--- src/rtl/bcp_pkg.sv ---
// Package: constants, register map and types of the buck control block
package bcp_pkg;
  // ----------------------------------------
  // Timing
  // ----------------------------------------
  localparam int CLK_KHZ = 10000;
  localparam int SW_FREQ_KHZ = 3000;
  // 10 MHz / 3 MHz does not divide evenly; a longest period rounds down
  localparam int SW_PERIOD_CYC = CLK_KHZ / SW_FREQ_KHZ;
  localparam int RAMP_STEP_US = 10;
  localparam int RAMP_STEP_CYC = RAMP_STEP_US * CLK_KHZ / 1000;
  localparam int SOFT_STEP_CYC = SW_PERIOD_CYC;
  localparam int RETRY_MS = 4;
  localparam int RETRY_CYC = RETRY_MS * CLK_KHZ;
  localparam int START_MS = 1;
  localparam int START_CYC = START_MS * CLK_KHZ;
  // ----------------------------------------
  // Register offsets
  // ----------------------------------------
  localparam logic [7:0] REG_PG = 8'h01;
  localparam logic [7:0] REG_HIGH = 8'h10;
  localparam logic [7:0] REG_LOW = 8'h11;
  localparam logic [7:0] REG_DISCH = 8'h12;
  localparam logic [7:0] REG_MODE = 8'h14;
  localparam logic [7:0] REG_PEAK_CURRENT_LIMIT = 8'h16;
  localparam logic [7:0] REG_EVT = 8'h18;
  localparam logic [7:0] REG_GRP_HIGH = 8'h1C;
  localparam logic [7:0] REG_GRP_LOW = 8'h1D;
  // ----------------------------------------
  // Field positions
  // ----------------------------------------
  localparam int ON_BIT = 7;
  localparam int MODE_LOW_BIT = 0;
  localparam int MODE_HIGH_BIT = 1;
  localparam int DISCH_BIT = 0;
  localparam int PG_BIT = 0;
  localparam int EVT_INPUT_UNDERVOLT_LOCKOUT = 0;
  localparam int EVT_SHORT = 1;
  localparam int EVT_OCP = 2;
  // ----------------------------------------
  // Reset values
  // ----------------------------------------
  localparam logic [7:0] RST_HIGH = 8'h00;
  localparam logic [7:0] RST_LOW = 8'h00;
  localparam logic [7:0] RST_DISCH = 8'h01;
  localparam logic [7:0] RST_MODE = 8'h00;
  localparam logic [7:0] RST_PEAK_CURRENT_LIMIT = 8'h00;
  localparam logic [7:0] RST_GRP = 8'h00;
  // Bus address, value arbitrary
  localparam logic [6:0] I2C_ADDR = 7'h2A;
  // ----------------------------------------
  // Types
  // ----------------------------------------
  typedef struct packed {
    logic en;
    logic [7:0] addr;
    logic [7:0] data;
  } bcp_wr_t;
  typedef struct packed {
    logic on;
    logic forced;
    logic [6:0] code;
    logic [1:0] group;
  } bcp_preset_t;
  typedef enum logic [2:0] {ST_OFF, ST_SOFT, ST_RUN, ST_SHORT, ST_HOT} bcp_state_t;
  typedef enum logic [1:0] {SW_IDLE, SW_HIGH, SW_LOW, SW_SKIP} bcp_sw_t;
  typedef enum logic [2:0] {I_IDLE, I_ADDR, I_REG, I_WDATA, I_RDATA} bcp_i2c_t;
endpackage

--- src/rtl/bcp_i2c_slave.sv ---
// I2C register slave with pointer auto-increment
`timescale 1ns/1ps
`default_nettype none
module bcp_i2c_slave import bcp_pkg::*; (
  input wire logic mclk,
  input wire logic rst_n,
  input wire logic scl,
  input wire logic sda_in,
  output logic sda_out,
  output logic sda_oe,
  output bcp_wr_t wr,
  output logic [7:0] rd_addr,
  input wire logic [7:0] rd_data
);
  logic [1:0] scl_s;
  logic [1:0] sda_s;
  logic scl_d;
  logic sda_d;
  bcp_i2c_t st;
  logic [7:0] sh;
  logic [3:0] cnt;
  logic start;
  logic stop;
  logic scl_rise;
  logic scl_fall;

  always_ff @(posedge mclk) begin
    if (!rst_n) begin
      scl_s <= 2'h3;
      sda_s <= 2'h3;
      scl_d <= 1'b1;
      sda_d <= 1'b1;
    end else begin
      scl_s <= {scl_s[0], scl};
      sda_s <= {sda_s[0], sda_in};
      scl_d <= scl_s[1];
      sda_d <= sda_s[1];
    end
  end

  assign start = scl_s[1] && scl_d && sda_d && !sda_s[1];
  assign stop = scl_s[1] && scl_d && !sda_d && sda_s[1];
  assign scl_rise = scl_s[1] && !scl_d;
  assign scl_fall = !scl_s[1] && scl_d;

  always_ff @(posedge mclk) begin
    if (!rst_n) begin
      st <= I_IDLE;
      sh <= 8'h00;
      cnt <= 4'h0;
      rd_addr <= 8'h00;
      sda_oe <= 1'b0;
      sda_out <= 1'b0;
      wr <= '0;
    end else begin
      wr.en <= 1'b0;
      if (start) begin
        st <= I_ADDR;
        cnt <= 4'h0;
        sda_oe <= 1'b0;
      end else if (stop) begin
        st <= I_IDLE;
        sda_oe <= 1'b0;
      end else if (st != I_IDLE && scl_rise) begin
        if (cnt < 4'h8) begin
          sh <= (st == I_RDATA) ? {sh[6:0], 1'b0} : {sh[6:0], sda_s[1]};
          cnt <= cnt + 4'h1;
        end else if (cnt == 4'h8) begin
          cnt <= 4'h9;
          // Master nack ends a read burst
          if (st == I_RDATA && sda_s[1]) begin
            st <= I_IDLE;
          end
        end
      end else if (st != I_IDLE && scl_fall) begin
        if (cnt == 4'h8) begin
          sda_oe <= 1'b0;
          if (st == I_ADDR) begin
            if (sh[7:1] == I2C_ADDR) begin
              sda_oe <= 1'b1;
              st <= sh[0] ? I_RDATA : I_REG;
            end else begin
              st <= I_IDLE;
            end
          end else if (st == I_REG) begin
            sda_oe <= 1'b1;
            rd_addr <= sh;
            st <= I_WDATA;
          end else if (st == I_WDATA) begin
            sda_oe <= 1'b1;
            wr.en <= 1'b1;
            wr.addr <= rd_addr;
            wr.data <= sh;
            rd_addr <= rd_addr + 8'h01;
          end
        end else if (cnt == 4'h9) begin
          cnt <= 4'h0;
          sda_oe <= 1'b0;
          if (st == I_RDATA) begin
            sh <= rd_data;
            sda_oe <= !rd_data[7];
            rd_addr <= rd_addr + 8'h01;
          end
        end else if (st == I_RDATA && cnt != 4'h0) begin
          sda_oe <= !sh[7];
        end
      end
    end
  end
endmodule
`default_nettype wire

--- src/rtl/bcp_top.sv ---
// Buck converter control, protection and register file
// Function
// - Two presets held; preset pin picks one after its two-flop synchroniser.
// - Per-preset mode bit: auto moves to pulse skipping, forced stays fixed.
// - Fixed-frequency: high side on at each switching tick, off after duty.
// - Low side on until next tick when forced; auto ends it on zero current.
// - Zero current in skip mode: low side off, sleep until output low.
// - End of skip: high side on until minimum peak current reached.
// - Separate software turn-on bit for each preset.
// - Reference ramps one code per 10 us toward a new target once soft start is over.
// - Discharge at shutdown when discharge bit set; bit defaults active.
// - Output good flag follows power good comparator.
// - Soft start when power input good; shut down when it drops.
// - Sticky input undervoltage flag, cleared by bus or supply reset.
// - After soft start, output below half target shuts off and retries.
// - Latch released by power input, pin or bus re-enable; short flag set.
// - Overcurrent withholds next high-side pulse; two-bit limit field.
// - Sticky overcurrent flag, cleared by bus or supply reset.
// - Overtemperature latches off until temperature falls.
// - Short: retry after 4 ms; failed within 1 ms repeats cycle.
// - Short before turn-on failing within 1 ms retries 4 ms later.
// - Runs only with turn-on pin high and selected on bit set.
// - Preset pin low uses low preset fields, high uses high.
// - Pin toggle or supply reset clears protection latch.
`timescale 1ns/1ps
`default_nettype none
module bcp_top import bcp_pkg::*; #(
  parameter int RETRY_CYCLES = RETRY_CYC,
  parameter int START_CYCLES = START_CYC
) (
  input wire logic mclk,
  input wire logic rst_n,
  input wire logic preset_select_pin,
  input wire logic enable_pin,
  input wire logic power_input_ok,
  input wire logic out_good_cmp,
  input wire logic out_half_cmp,
  input wire logic out_low_cmp,
  input wire logic zero_current_detect,
  input wire logic min_peak_cmp,
  input wire logic overcurrent_cmp,
  input wire logic duty_end_cmp,
  input wire logic over_temp_cmp,
  input wire logic scl,
  input wire logic sda_in,
  output logic sda_out,
  output logic sda_oe,
  output logic high_side_on,
  output logic low_side_on,
  output logic discharge_on,
  output logic skip_sleep,
  output logic running,
  output logic [6:0] ref_code,
  output logic [1:0] range_group,
  output logic [1:0] peak_limit_level
);
  // ----------------------------------------
  // Pin synchronisers
  // ----------------------------------------
  localparam int NPIN = 11;
  logic [NPIN-1:0] pin_raw;
  logic [NPIN-1:0] pin_s1;
  logic [NPIN-1:0] pin_s2;

  assign pin_raw = {preset_select_pin, enable_pin, power_input_ok,
    out_good_cmp, out_half_cmp, out_low_cmp, zero_current_detect,
    min_peak_cmp, overcurrent_cmp, duty_end_cmp, over_temp_cmp};

  genvar gi;
  generate
    for (gi = 0; gi < NPIN; gi++) begin : g_sync
      always_ff @(posedge mclk) begin
        if (!rst_n) begin
          pin_s1[gi] <= 1'b0;
          pin_s2[gi] <= 1'b0;
        end else begin
          pin_s1[gi] <= pin_raw[gi];
          pin_s2[gi] <= pin_s1[gi];
        end
      end
    end
  endgenerate

  logic sel_s;
  logic en_s;
  logic pwr_s;
  logic good_s;
  logic half_s;
  logic low_s;
  logic zc_s;
  logic minpk_s;
  logic oc_s;
  logic duty_s;
  logic hot_s;
  assign {sel_s, en_s, pwr_s, good_s, half_s, low_s, zc_s,
    minpk_s, oc_s, duty_s, hot_s} = pin_s2;

  // ----------------------------------------
  // Register file
  // ----------------------------------------
  bcp_wr_t wr;
  logic [7:0] rd_addr;
  logic [7:0] rd_data;
  logic [7:0] high_set;
  logic [7:0] low_set;
  logic [7:0] disch_reg;
  logic [7:0] mode_reg;
  logic [7:0] peak_current_limit_reg;
  logic [7:0] grp_high;
  logic [7:0] grp_low;
  logic [2:0] evt;
  logic [2:0] evt_set;

  bcp_i2c_slave u_i2c (
    .mclk(mclk),
    .rst_n(rst_n),
    .scl(scl),
    .sda_in(sda_in),
    .sda_out(sda_out),
    .sda_oe(sda_oe),
    .wr(wr),
    .rd_addr(rd_addr),
    .rd_data(rd_data)
  );

  // Only the supply reset clears settings; turning off keeps them
  always_ff @(posedge mclk) begin
    if (!rst_n) begin
      high_set <= RST_HIGH;
      low_set <= RST_LOW;
      disch_reg <= RST_DISCH;
      mode_reg <= RST_MODE;
      peak_current_limit_reg <= RST_PEAK_CURRENT_LIMIT;
      grp_high <= RST_GRP;
      grp_low <= RST_GRP;
    end else if (wr.en) begin
      if (wr.addr == REG_HIGH) begin
        high_set <= wr.data;
      end else if (wr.addr == REG_LOW) begin
        low_set <= wr.data;
      end else if (wr.addr == REG_DISCH) begin
        disch_reg <= {7'h00, wr.data[DISCH_BIT]};
      end else if (wr.addr == REG_MODE) begin
        mode_reg <= {6'h00, wr.data[1:0]};
      end else if (wr.addr == REG_PEAK_CURRENT_LIMIT) begin
        peak_current_limit_reg <= {6'h00, wr.data[1:0]};
      end else if (wr.addr == REG_GRP_HIGH) begin
        grp_high <= {6'h00, wr.data[1:0]};
      end else if (wr.addr == REG_GRP_LOW) begin
        grp_low <= {6'h00, wr.data[1:0]};
      end
    end
  end

  // Sticky events: a set in the same cycle as a clear wins
  always_ff @(posedge mclk) begin
    if (!rst_n) begin
      evt <= 3'h0;
    end else if (wr.en && wr.addr == REG_EVT) begin
      evt <= (evt & ~wr.data[2:0]) | evt_set;
    end else begin
      evt <= evt | evt_set;
    end
  end

  function automatic logic [7:0] reg_read(input logic [7:0] a);
    logic [7:0] v;
    v = 8'h00;
    if (a == REG_PG) begin
      v[PG_BIT] = good_s;
    end else if (a == REG_HIGH) begin
      v = high_set;
    end else if (a == REG_LOW) begin
      v = low_set;
    end else if (a == REG_DISCH) begin
      v = disch_reg;
    end else if (a == REG_MODE) begin
      v = mode_reg;
    end else if (a == REG_PEAK_CURRENT_LIMIT) begin
      v = peak_current_limit_reg;
    end else if (a == REG_EVT) begin
      v = {5'h00, evt};
    end else if (a == REG_GRP_HIGH) begin
      v = grp_high;
    end else if (a == REG_GRP_LOW) begin
      v = grp_low;
    end
    return v;
  endfunction

  always_comb rd_data = reg_read(rd_addr);

  // ----------------------------------------
  // Preset selection
  // ----------------------------------------
  bcp_preset_t sel;
  always_comb begin
    if (sel_s) begin
      sel.on = high_set[ON_BIT];
      sel.forced = mode_reg[MODE_HIGH_BIT];
      sel.code = high_set[6:0];
      sel.group = grp_high[1:0];
    end else begin
      sel.on = low_set[ON_BIT];
      sel.forced = mode_reg[MODE_LOW_BIT];
      sel.code = low_set[6:0];
      sel.group = grp_low[1:0];
    end
  end

  // Pin and the chosen on bit are both needed; pin alone does nothing
  logic go;
  assign go = en_s && sel.on && pwr_s;

  // ----------------------------------------
  // Converter sequencing
  // ----------------------------------------
  bcp_state_t state;
  logic [15:0] tmr;
  logic pwr_d;
  logic at_target;
  assign at_target = (ref_code == sel.code);

  always_ff @(posedge mclk) begin
    if (!rst_n) begin
      pwr_d <= 1'b0;
    end else begin
      pwr_d <= pwr_s;
    end
  end

  always_comb begin
    evt_set = 3'h0;
    evt_set[EVT_INPUT_UNDERVOLT_LOCKOUT] = pwr_d && !pwr_s && state != ST_OFF;
    evt_set[EVT_OCP] = oc_s && (state == ST_SOFT || state == ST_RUN);
    evt_set[EVT_SHORT] = (state == ST_RUN && half_s) ||
      (state == ST_SOFT && tmr == 16'(START_CYCLES - 1));
  end

  // Dropping go (pin toggle, bus disable, power input loss) clears latches
  always_ff @(posedge mclk) begin
    if (!rst_n) begin
      state <= ST_OFF;
      tmr <= 16'h0000;
    end else if (!go) begin
      state <= ST_OFF;
      tmr <= 16'h0000;
    end else begin
      case (state)
        ST_OFF: begin
          tmr <= 16'h0000;
          if (!hot_s) begin
            state <= ST_SOFT;
          end
        end
        ST_SOFT: begin
          tmr <= tmr + 16'h0001;
          if (hot_s) begin
            state <= ST_HOT;
          end else if (at_target && good_s) begin
            state <= ST_RUN;
          end else if (tmr == 16'(START_CYCLES - 1)) begin
            state <= ST_SHORT;
            tmr <= 16'h0000;
          end
        end
        ST_RUN: begin
          if (hot_s) begin
            state <= ST_HOT;
          end else if (half_s) begin
            state <= ST_SHORT;
            tmr <= 16'h0000;
          end
        end
        ST_SHORT: begin
          tmr <= tmr + 16'h0001;
          if (hot_s) begin
            state <= ST_HOT;
          end else if (tmr == 16'(RETRY_CYCLES - 1)) begin
            state <= ST_SOFT;
            tmr <= 16'h0000;
          end
        end
        ST_HOT: begin
          if (!hot_s) begin
            state <= ST_OFF;
          end
        end
        default: state <= ST_OFF;
      endcase
    end
  end

  logic active;
  assign active = (state == ST_SOFT || state == ST_RUN);

  // ----------------------------------------
  // Reference ramp
  // ----------------------------------------
  // Soft start steps faster so a full ramp fits in the start window
  logic [6:0] rcnt;
  logic rstep;
  assign rstep = (state == ST_SOFT) ? (rcnt >= 7'(SOFT_STEP_CYC - 1))
                                    : (rcnt == 7'(RAMP_STEP_CYC - 1));

  always_ff @(posedge mclk) begin
    if (!rst_n) begin
      ref_code <= 7'h00;
      rcnt <= 7'h00;
    end else if (!active) begin
      ref_code <= 7'h00;
      rcnt <= 7'h00;
    end else if (rstep) begin
      rcnt <= 7'h00;
      if (ref_code < sel.code) begin
        ref_code <= ref_code + 7'h01;
      end else if (ref_code > sel.code) begin
        ref_code <= ref_code - 7'h01;
      end
    end else begin
      rcnt <= rcnt + 7'h01;
    end
  end

  // ----------------------------------------
  // Switching clock and power switches
  // ----------------------------------------
  logic [1:0] scnt;
  logic tick;
  assign tick = (scnt == 2'(SW_PERIOD_CYC - 1));

  always_ff @(posedge mclk) begin
    if (!rst_n) begin
      scnt <= 2'h0;
    end else if (tick) begin
      scnt <= 2'h0;
    end else begin
      scnt <= scnt + 2'h1;
    end
  end

  bcp_sw_t ph;
  logic minpk_mode;
  logic hs_end;
  assign hs_end = minpk_mode ? (minpk_s || oc_s) : (duty_s || oc_s);

  always_ff @(posedge mclk) begin
    if (!rst_n) begin
      ph <= SW_IDLE;
      high_side_on <= 1'b0;
      low_side_on <= 1'b0;
      skip_sleep <= 1'b0;
      minpk_mode <= 1'b0;
    end else if (!active) begin
      ph <= SW_IDLE;
      high_side_on <= 1'b0;
      low_side_on <= 1'b0;
      skip_sleep <= 1'b0;
      minpk_mode <= 1'b0;
    end else begin
      case (ph)
        SW_IDLE: begin
          if (tick && !oc_s) begin
            ph <= SW_HIGH;
            high_side_on <= 1'b1;
          end
        end
        SW_HIGH: begin
          if (hs_end) begin
            ph <= SW_LOW;
            high_side_on <= 1'b0;
            low_side_on <= 1'b1;
            minpk_mode <= 1'b0;
          end
        end
        SW_LOW: begin
          if (!sel.forced && zc_s) begin
            ph <= SW_SKIP;
            low_side_on <= 1'b0;
            skip_sleep <= 1'b1;
          end else if (tick) begin
            low_side_on <= 1'b0;
            if (!oc_s) begin
              ph <= SW_HIGH;
              high_side_on <= 1'b1;
            end else begin
              ph <= SW_IDLE;
            end
          end
        end
        SW_SKIP: begin
          if (sel.forced) begin
            ph <= SW_IDLE;
            skip_sleep <= 1'b0;
          end else if (low_s && !oc_s) begin
            ph <= SW_HIGH;
            high_side_on <= 1'b1;
            skip_sleep <= 1'b0;
            minpk_mode <= 1'b1;
          end
        end
        default: ph <= SW_IDLE;
      endcase
    end
  end

  // ----------------------------------------
  // Status outputs
  // ----------------------------------------
  always_ff @(posedge mclk) begin
    if (!rst_n) begin
      discharge_on <= 1'b0;
      running <= 1'b0;
      range_group <= 2'h0;
      peak_limit_level <= 2'h0;
    end else begin
      discharge_on <= !active && disch_reg[DISCH_BIT];
      running <= active;
      range_group <= sel.group;
      peak_limit_level <= peak_current_limit_reg[1:0];
    end
  end
endmodule
`default_nettype wire

--- config.mk ---
export PLATFORM = sky130hd
export DESIGN_NAME = bcp_top
export DESIGN_NICKNAME = d
export VERILOG_FILES = /design/src/rtl/bcp_pkg.sv /design/src/rtl/bcp_i2c_slave.sv /design/src/rtl/bcp_top.sv
export SDC_FILE = /design/constraint.sdc
export NUM_CORES = 1
export LEC_CHECK = 0
export BUFFER_PORTS_ARGS = -buffer_cell sky130_fd_sc_hd__buf_2
export CAP_MARGIN = 10
export CORE_ASPECT_RATIO = 1.4
export CORE_UTILIZATION = 58
export CTS_BUF_LIST = sky130_fd_sc_hd__clkbuf_8
export CTS_CLUSTER_DIAMETER = 200
export DETAILED_ROUTE_END_ITERATION = 12
export PLACE_DENSITY = 0.77
export SLEW_MARGIN = 25
export SYNTH_ARGS = -nofsm -noshare
export SYNTH_HDL_FRONTEND = slang
export SYNTH_HIERARCHICAL = 1
export SYNTH_SLANG_ARGS = --single-unit
export TNS_END_PERCENT = 50
--- constraint.sdc ---
create_clock -name mclk -period 3.33 [get_ports mclk]
set_input_delay 0.4995 -clock mclk [delete_from_list [all_inputs] [get_ports mclk]]
set_output_delay 0.4995 -clock mclk [all_outputs]
set_load 0.01 [all_outputs]
==> flow_metrics.env, run 1 <==
export IMPL_crit_type="reg2reg"
export IMPL_max_stage_delay_ns=0.44
export IMPL_syn_area_per_cell_um2=8.800
export IMPL_core_mm2=0.01237
export IMPL_cp_startpoint="sel_s"
export IMPL_area_delta_synth_final_pct=7.585
export IMPL_cts_root_buf="clkbuf_8"
export IMPL_synth_edf_count=0
export IMPL_place_ws_ns=-0.01642
export IMPL_largest_reg_flops=17
export IMPL_start_kind="register"
export IMPL_ys_top_cells_by_area="dfxtp_1, mux2i_1, nand2_1, a21oi_1, nor2_1"
export IMPL_fin_util_pct=63.98
export IMPL_maxCapViolations=0
export IMPL_wl_per_cell_um=15.88
export IMPL_fin_area_mm2=0.007915
export IMPL_io_pins=33
export IMPL_peakVddDrop_uv=237.5
export IMPL_setup_slack_ns=0.2542
export IMPL_postSynthCellCount=836
export IMPL_nFillCells=1051
export IMPL_grt_pass1_vias=5985
export IMPL_die_h_um=135.3
export IMPL_finalPower_mw=3.281
export IMPL_grt_max_degree=49
export IMPL_fin_cells=1015
export IMPL_grt_overflow=0
export IMPL_antenna_found_initial=0
export IMPL_worst_path_max_fanout=7
export IMPL_place_hpwl_um=11730
export IMPL_hold_viol=0
export IMPL_numPortBuffers=31
export IMPL_power_density_mw_per_mm2=414.5
export IMPL_worst_pin_slew_ns=0.6588
export IMPL_finalClockSkew_ns=0.01289
export IMPL_drt_pass1_iter_count=5
export IMPL_timing_hold_ws_ns=0.2294
export IMPL_ys_async_sr_fraction_pct=0
export IMPL_synth_common_cells="dfxtp_1, nand2_1, nor2_1"
export IMPL_worst_ep_arrival_time_ns=3.45
export IMPL_maxSlewViolCount=0
export IMPL_num_vias=6016
export IMPL_cp_required_ns=3.71
export IMPL_htree_levels=4
export IMPL_rows=48
export IMPL_status="finished clean"
export IMPL_top_register="u_i2c/wr"
export IMPL_fin_nets=889
export IMPL_synth_ff_type="dfxtp_1"
export IMPL_yosys_area_top_type_share_pct=39.46
export IMPL_place_area_mm2=0.007497
export IMPL_cp_cell_sequence="buf_4, mux2i_1, ha_1, nand3b_1, a21oi_1, nor3_2, inv_2, fa_1, a211oi_1, o21bai_1, a21oi_2, xnor2_1, or3_1, a21oi_1"
export IMPL_synth_nets=873
export IMPL_clk_latency_ns=0.45
export IMPL_seq_area_frac_synth_pct=39.46
export IMPL_place_gp_congestion=0.9051
export IMPL_cts_tree="built"
export IMPL_cts_sinks=145
export IMPL_fp_dieArea_mm2=0.01315
export IMPL_r2r_end="ref_code[6]"
export IMPL_drtIter0Drc=318
export IMPL_clockBufferDepth=2
export IMPL_drive_gt1_share_pct=12.49
export IMPL_routed_wirelength_um=16120
export IMPL_setup_viol=0
export IMPL_yosysMostFrequentCell="dfxtp_1"
export IMPL_postRouteAntennaNets=0
export IMPL_grt_setup_unrepaired="false"
export IMPL_path_common_cell="a21oi_1"
export IMPL_grt_first_pass_wirelength_um=27380
export IMPL_fp_dieW_um=97.19
export IMPL_hp_class="in2reg"
export IMPL_r2r_cells=14
export IMPL_drc_errors=0
export IMPL_rrSetupSlack_ns=0.25
export IMPL_viasPerCell=5.927
export IMPL_top_regs="u_i2c/wr x17, tmr x16, pin_s1 x11"
export IMPL_timing_slew_headroom_pct=55.52
export IMPL_cts_buffers=17
export IMPL_yosysWarnings=6
export IMPL_synth_top_cell_by_area="dfxtp_1"
export IMPL_initial_utilization_pct=59.47
export IMPL_worstReg2RegStart="sel_s"
export IMPL_endpoint_kind="register"
export IMPL_fmax_mhz=325.1
export IMPL_min_period_ns=3.076
export IMPL_grt_use_total_pct=25.37
export IMPL_cts_setup_buffers=0
export IMPL_dp_cells=983
export IMPL_setup_tns_ns=0
export IMPL_min_period_over_period_pct=92.37
export IMPL_p_leak_nw=2.752
export IMPL_synth_cell_types=89
export IMPL_critPathSlowestCell="fa_1"
export IMPL_ys_ff_latch=145
export IMPL_antenna_cells=0
export IMPL_crit_path_end="ref_code[6]"
export IMPL_netlist_area_mm2=0.007357
export IMPL_clk_pin_slew_ns=0.08
[cell usage in the layout (no fill, tap or decap), types with 25 or more instances in the layout]
master and instances:
buf_2 31, nand2_1 95, a21oi_1 61, and2_1 35
nand3_1 26, nor2_1 76, nor2b_1 35, dfxtp_1 144
mux2i_1 39, o21ai_0 25
[per-layer routing]
| layer | share of wire, % | vias up | GRT usage (%) |
|---|---|---|---|
| li1 | - | 2952 | - |
| met1 | 41 | 2875 | 27.68 |
| met2 | 53 | 160 | 47.65 |
| met3 | 4.0 | 29 | 5.470 |
| met4 | 1.9 | 0 | 9.701 |
| met5 | 0 | - | 0 |
[cells by family after synthesis]
family                   count (synthesis)  share of synthesized area (%)
AO/OA/AOI/OAI                          168                          16.00
flip-flops                             145                          39.46
other                                    1                        0.05097
buffers and inverters                   65                          4.745
multiplexers                            44                          6.054
adder cells (fa/ha/maj)                 22                          3.844
XOR/XNOR                                27                          3.214
AND/OR/NAND/NOR                        364                          26.63
[report_power, final]
part	internal, mW	leakage, nW	switching, mW
Clock	0.689	0.206	0.729
Sequential	1.75	1.17	0.0139
Combinational	0.0403	1.37	0.0548
[cell type report]
class | count | area, µm² | share of cell area (%)
clock buffer | 17 | 234.0 | 2.956
multi-input combinational | 626 | 4118 | 52.02
tap | 150 | 187.7 | 2.371
clock inverter | 15 | 170.2 | 2.150
timing repair buffer | 39 | 215.2 | 2.719
inverter | 23 | 86.33 | 1.091
sequential | 145 | 2904 | 36.69
[critical path: cells and delay by family, from the launching register on]
kind,cells,cell delay [ns]
adder cells (fa/ha/maj),2,0.73
AO/OA/AOI/OAI,5,0.67
AND/OR/NAND/NOR,3,0.59
flip-flops,1,0.40
buffers and inverters,2,0.30
multiplexers,1,0.23
XOR/XNOR,1,0.08
[how the worst min path moves through the flow]
stage,slack (ns),from,depth (start not counted),end
2_1_floorplan,0.39,u_i2c/scl_s[0],1,u_i2c/scl_s[1]
3_3_place_gp,0.40,u_i2c/scl_s[0],1,u_i2c/scl_s[1]
3_5_place_dp,0.40,u_i2c/sda_s[0],1,u_i2c/sda_s[1]
4_1_cts,0.21,sda_in,2,u_i2c/sda_s[0]
5_1_grt,0.22,scl,2,u_i2c/scl_s[0]
6_report,0.23,sda_in,2,u_i2c/sda_s[0]
[what timing repair did]
item,4_1_cts,5_1_grt
hold buffers,0,0
setup endpoints to repair,1,1
cloned,0,0
pin swaps,0,1
gates resized for setup,1,4
No activity file was read; power rests on OpenSTA's default activity.
==> run 2: changes to the inputs <==
clock period = 2.53 ns   (was 3.33 ns; I/O delays follow)
==> flow_metrics.env, run 2 (synthesized netlist as in run 1, its figures left out) <==
export IMPL_p_int_mw=3.068
export IMPL_grt_max_degree=34
export IMPL_crit_type="reg2reg"
export IMPL_status="finished with violations"
export IMPL_drive_gt1_share_pct=18.22
export IMPL_routed_wirelength_um=16780
export IMPL_grt_use_total_pct=26.63
export IMPL_nFillCells=1030
export IMPL_drt_pass1_iter_count=5
export IMPL_top_register="u_i2c/wr"
export IMPL_min_period_ns=2.909
export IMPL_fin_nets=935
export IMPL_route_met2_wl_um=8873
export IMPL_setup_viol=4
export IMPL_drtIter0Drc=299
export IMPL_grt_first_pass_wirelength_um=28640
export IMPL_finalClockSkew_ns=0.01117
export IMPL_min_period_over_period_pct=115.0
export IMPL_maxCapViolations=0
export IMPL_place_hpwl_um=12290
export IMPL_grt_setup_unrepaired="true"
export IMPL_largest_reg_flops=17
export IMPL_dr_wl_met3_um=593
export IMPL_wl_per_cell_um=15.82
export IMPL_cts_hold_buf=0
export IMPL_numPortBuffers=31
export IMPL_endpoint_kind="register"
export IMPL_power_frac_clock_pct=40.1
export IMPL_worstReg2RegStart="sel_s"
export IMPL_antenna_cells=0
export IMPL_violations="setup timing"
export IMPL_sw_frac_of_total_pct=25.25
export IMPL_fp_dieW_um=97.19
export IMPL_drc_errors=0
export IMPL_fin_area_mm2=0.008302
export IMPL_place_area_mm2=0.007833
export IMPL_ff_latch_area_mm2=0.002907
export IMPL_cp_required_ns=2.91
export IMPL_min_from="sda_in"
export IMPL_place_ws_ns=-0.5334
export IMPL_setup_tns_ns=-0.8820
export IMPL_num_vias=6249
export IMPL_layout_common_cells="dfxtp_1, nand2_1, nor2_1"
export IMPL_cp_startpoint="sel_s"
export IMPL_antenna_found_initial=0
export IMPL_worst_ep_arrival_time_ns=3.29
export IMPL_fmax_mhz=343.7
export IMPL_cts_tree="built"
export IMPL_area_delta_synth_final_pct=12.84
export IMPL_viasPerCell=5.890
export IMPL_core_mm2=0.01237
export IMPL_pwr_share_comb_pct=3.2
export IMPL_timing_slew_headroom_pct=49.06
export IMPL_cts_sinks=145
export IMPL_setup_slack_ns=-0.3792
export IMPL_cts_root_buf="clkbuf_8"
export IMPL_maxSlewViolCount=0
export IMPL_worst_pin_slew_ns=0.7545
export IMPL_highest_layer="met4"
export IMPL_postRouteAntennaNets=0
export IMPL_p_sw_mw=1.036
export IMPL_clockBufferDepth=2
export IMPL_initial_utilization_pct=59.47
export IMPL_power_density_mw_per_mm2=494.4
export IMPL_die_h_um=135.3
export IMPL_grt_overflow=0
export IMPL_hold_viol=0
export IMPL_htree_levels=4
export IMPL_hp_class="in2reg"
export IMPL_multi_input_area_mm2=0.004182
export IMPL_clk_latency_ns=0.44
export IMPL_peakVddDrop_uv=296.8
export IMPL_start_kind="register"
export IMPL_wl_met1_um=6713
export IMPL_grt_pass1_vias=6356
export IMPL_top_regs="u_i2c/wr x17, tmr x16, pin_s1 x11"
export IMPL_clk_pin_slew_ns=0.09
export IMPL_power_share_sequential_pct=56.7
export IMPL_final_common_cell="dfxtp_1"
export IMPL_rows=48
export IMPL_fp_dieArea_mm2=0.01315
export IMPL_place_gp_congestion=0.9098
export IMPL_io_pins=33
export IMPL_worst_path_max_fanout=6
export IMPL_p_leak_nw=2.974
export IMPL_cts_buffers=17
[run 2: cell count changes in the layout (fill, tap and decap cells not counted), sizes merged]
cell / change
clkinvlp: +4
bufinv: -2
buf: +46
inv: -1
clkinv: -1
[run 2: final timing paths]
path | to | slack, ns | cells past startpoint
worst max-delay path | ref_code[6] | -0.38 | 13
worst min-delay path | u_i2c/sda_s[0] | 0.11 | 2
worst max register to register | ref_code[6] | -0.38 | 13
worst min register to register | scnt[0] | 0.42 | 1
[run 2: power groups by stage]
stage                     clock [mW]  sequential [mW]  combinational, mW
after floorplan                    0             2.37             0.0974
after global placement             0             2.38              0.126
after detailed placement           0             2.38              0.129
after CTS                       1.68             2.33              0.130
after global routing            1.78             2.33              0.146
final                           1.65             2.33              0.131
[run 2: area by class of cell]
cell class | count | area share, %
clock buffers | 17 | 2.818
well taps | 150 | 2.261
repair buffers | 85 | 6.993
clock inverters | 15 | 1.507
flip-flops and latches | 145 | 35.01
multi-input cells | 626 | 50.37
inverters | 23 | 1.040
[run 2: metrics by stage]
stage / util (%) / total power, mW / cells / hold slack (ns)
6_report: 67.10 / 4.104 / 1061 / 0.1120
4_1_cts: 66.56 / 4.141 / 1057 / 0.09490
3_5_place_dp: 63.31 / 2.511 / 1023 / 0.3997
5_1_grt: 67.10 / 4.256 / 1061 / 0.1045
3_3_place_gp: 63.31 / 2.506 / 1023 / 0.3993
2_1_floorplan: - / 2.470 / 836 / 0.3863
[run 2: critical path, cell delays in order, from the launching register on]
cell,delay [ns]
dfxtp_4,0.40
mux2i_1,0.23
ha_1,0.29
a21oi_1,0.20
a21oi_2,0.08
nor3_2,0.17
inv_2,0.09
fa_2,0.38
a211oi_2,0.21
o21bai_1,0.08
a21oi_1,0.18
xnor2_1,0.12
or3_1,0.33
a21oi_2,0.12
[run 2: repair_timing]
action | in CTS | in global routing
buffers inserted | 2 | 4
resized for setup | 9 | 8
pin swaps | 9 | 8
setup endpoints to repair | 4 | 21
[run 2: per-layer routing]
metal | vias to the layer above | GRT usage, %
li1 | 3059 | -
met1 | 2978 | 28.35
met2 | 162 | 49.61
met3 | 50 | 4.541
met4 | 0 | 14.76
met5 | - | 0
==> run 3: changes to the inputs <==
SETUP_SLACK_MARGIN = 0.05   (was unset)
==> flow_metrics.env, run 3 (synthesized netlist as in run 1, its figures left out) <==
export IMPL_status="finished with violations"
export IMPL_cts_tree="built"
export IMPL_grtUsageMet2_pct=48.51
export IMPL_worst_pin_slew_ns=0.6291
export IMPL_top_register="u_i2c/wr"
export IMPL_grt_busiest_layer="met2"
export IMPL_power_density_mw_per_mm2=509.2
export IMPL_fmax_mhz=334.4
export IMPL_timing_hold_ws_ns=0.1211
export IMPL_grt_max_degree=50
export IMPL_drt_pass1_iter_count=5
export IMPL_cts_sinks=145
export IMPL_crit_type="reg2reg"
export IMPL_cts_buffers=17
export IMPL_peakVddDrop_uv=313.1
export IMPL_start_kind="register"
export IMPL_rrSetupSlack_ns=-0.46
export IMPL_place_gp_congestion=0.9439
export IMPL_io_pins=33
export IMPL_p_sw_uw=990.1
export IMPL_fin_nets=935
export IMPL_place_hpwl_um=12190
export IMPL_power_frac_clock_pct=42.0
export IMPL_fp_dieArea_mm2=0.01315
export IMPL_wl_per_cell_um=15.73
export IMPL_drc_errors=0
export IMPL_setup_slack_ns=-0.4601
export IMPL_maxCapViolations=0
export IMPL_top_regs="u_i2c/wr x17, tmr x16, pin_s1 x11"
export IMPL_sw_frac_of_total_pct=23.35
export IMPL_initial_utilization_pct=59.47
export IMPL_fin_util_pct=67.31
export IMPL_setup_viol=4
export IMPL_min_period_over_period_pct=118.2
export IMPL_htree_levels=4
export IMPL_numPortBuffers=31
export IMPL_power_share_sequential_pct=54.8
export IMPL_rows=48
export IMPL_num_vias=6170
export IMPL_antenna_cells=0
export IMPL_use_met3_pct=4.283
export IMPL_cts_root_buf="clkbuf_8"
export IMPL_grt_overflow=0
export IMPL_viasPerCell=5.815
export IMPL_grt_setup_unrepaired="true"
export IMPL_routed_wirelength_um=16690
export IMPL_finalPower_mw=4.241
export IMPL_endpoint_kind="register"
export IMPL_met1_usage_pct=29.96
export IMPL_drtIter0Drc=291
export IMPL_clk_pin_slew_ns=0.08
export IMPL_final_common_cell="dfxtp_1"
export IMPL_largest_reg_flops=17
export IMPL_grt_pass1_vias=6211
export IMPL_worst_path_max_fanout=7
export IMPL_clk_latency_ns=0.43
export IMPL_grt_use_total_pct=26.61
export IMPL_timing_slew_headroom_pct=57.53
export IMPL_worst_ep_arrival_time_ns=3.35
export IMPL_p_leak_nw=2.984
export IMPL_core_mm2=0.01237
export IMPL_hold_viol=0
export IMPL_clockBufferDepth=2
export IMPL_violations="setup timing"
export IMPL_p_int_mw=3.251
export IMPL_postRouteAntennaNets=0
export IMPL_die_h_um=135.3
export IMPL_pwr_share_comb_pct=3.2
export IMPL_fp_dieW_um=97.19
export IMPL_min_period_ns=2.990
export IMPL_maxSlewViolCount=0
export IMPL_antenna_found_initial=0
export IMPL_finalClockSkew_ns=0.008263
export IMPL_hp_class="in2reg"
export IMPL_layout_common_cells="dfxtp_1, nand2_1, nor2_1"
export IMPL_drive_gt1_share_pct=18.33
export IMPL_grt_first_pass_wirelength_um=28770
export IMPL_cp_required_ns=2.89
export IMPL_area_delta_synth_final_pct=13.20
## run 3: cell count changes in the layout (fill, tap and decap cells not counted), sizes merged
| cell | previous run | this run |
|---|---|---|
| clkinv | 4 | 6 |
| inv | 29 | 26 |
| clkinvlp | 5 | 4 |
| bufinv | 0 | 2 |
## run 3: worst max-delay path, cell delays in order (launching register included)
cell and delay, ns:
dfxtp_4 0.40, buf_6 0.12, mux2i_1 0.21, ha_1 0.28
nand3b_1 0.13, a21oi_2 0.08, nor3_2 0.22, inv_2 0.08
fa_2 0.35, a211oi_2 0.24, o21bai_1 0.10, a21oi_1 0.16
xnor2_1 0.10, or3_1 0.33, a21oi_2 0.13
## run 3: stage by stage
step / instance area [µm²] / TNS, ns / setup WS (ns) / cells
after floorplan: 7402 / -0.5721 / -0.4235 / 836
after global routing: 8328 / -1.703 / -0.6043 / 1061
final: 8328 / -0.9577 / -0.4601 / 1061
after detailed placement: 7851 / -1.239 / -0.5656 / 1025
after CTS: 8274 / -0.8711 / -0.4446 / 1058
after global placement: 7851 / -0.7159 / -0.3650 / 1025
## run 3: layout make-up
class,instances,area [µm²]
clock buffer,17,234.0
tap,150,187.7
sequential,145,2907
fill,1050,4044
multi-input combinational,626,4182
inverter,23,86.33
timing repair buffer,85,571.8
clock inverter,15,160.2
## run 3: path summary, 6_finish.rpt
check / startpoint / end / depth (start not counted)
worst max-delay path: sel_s / ref_code[6] / 14
worst min-delay path: scl / u_i2c/scl_s[0] / 2
worst max register to register: sel_s / ref_code[6] / 14
worst min register to register: scnt[0] / scnt[0] / 1
## run 3: power groups by stage
stage	clock network, mW	registers [mW]	logic [mW]
final	1.78	2.33	0.134
after global routing	1.92	2.33	0.150
after CTS	1.83	2.33	0.133
after detailed placement	0	2.38	0.132
after global placement	0	2.38	0.128
after floorplan	0	2.37	0.0974
## run 3: layer usage
metal  vias up  part of all wire [%]
met4         0                   2.9
met2       133                    53
li1       3052                     -
met5         -                     0
met3        34                   3.0
met1      2951                    41
## run 3: what timing repair did
item | 4_1_cts | 5_1_grt
pin swaps | 9 | 8
gates resized for setup | 9 | 8
hold buffers | 0 | 0
setup endpoints to repair | 6 | 20
setup buffers | 1 | 4
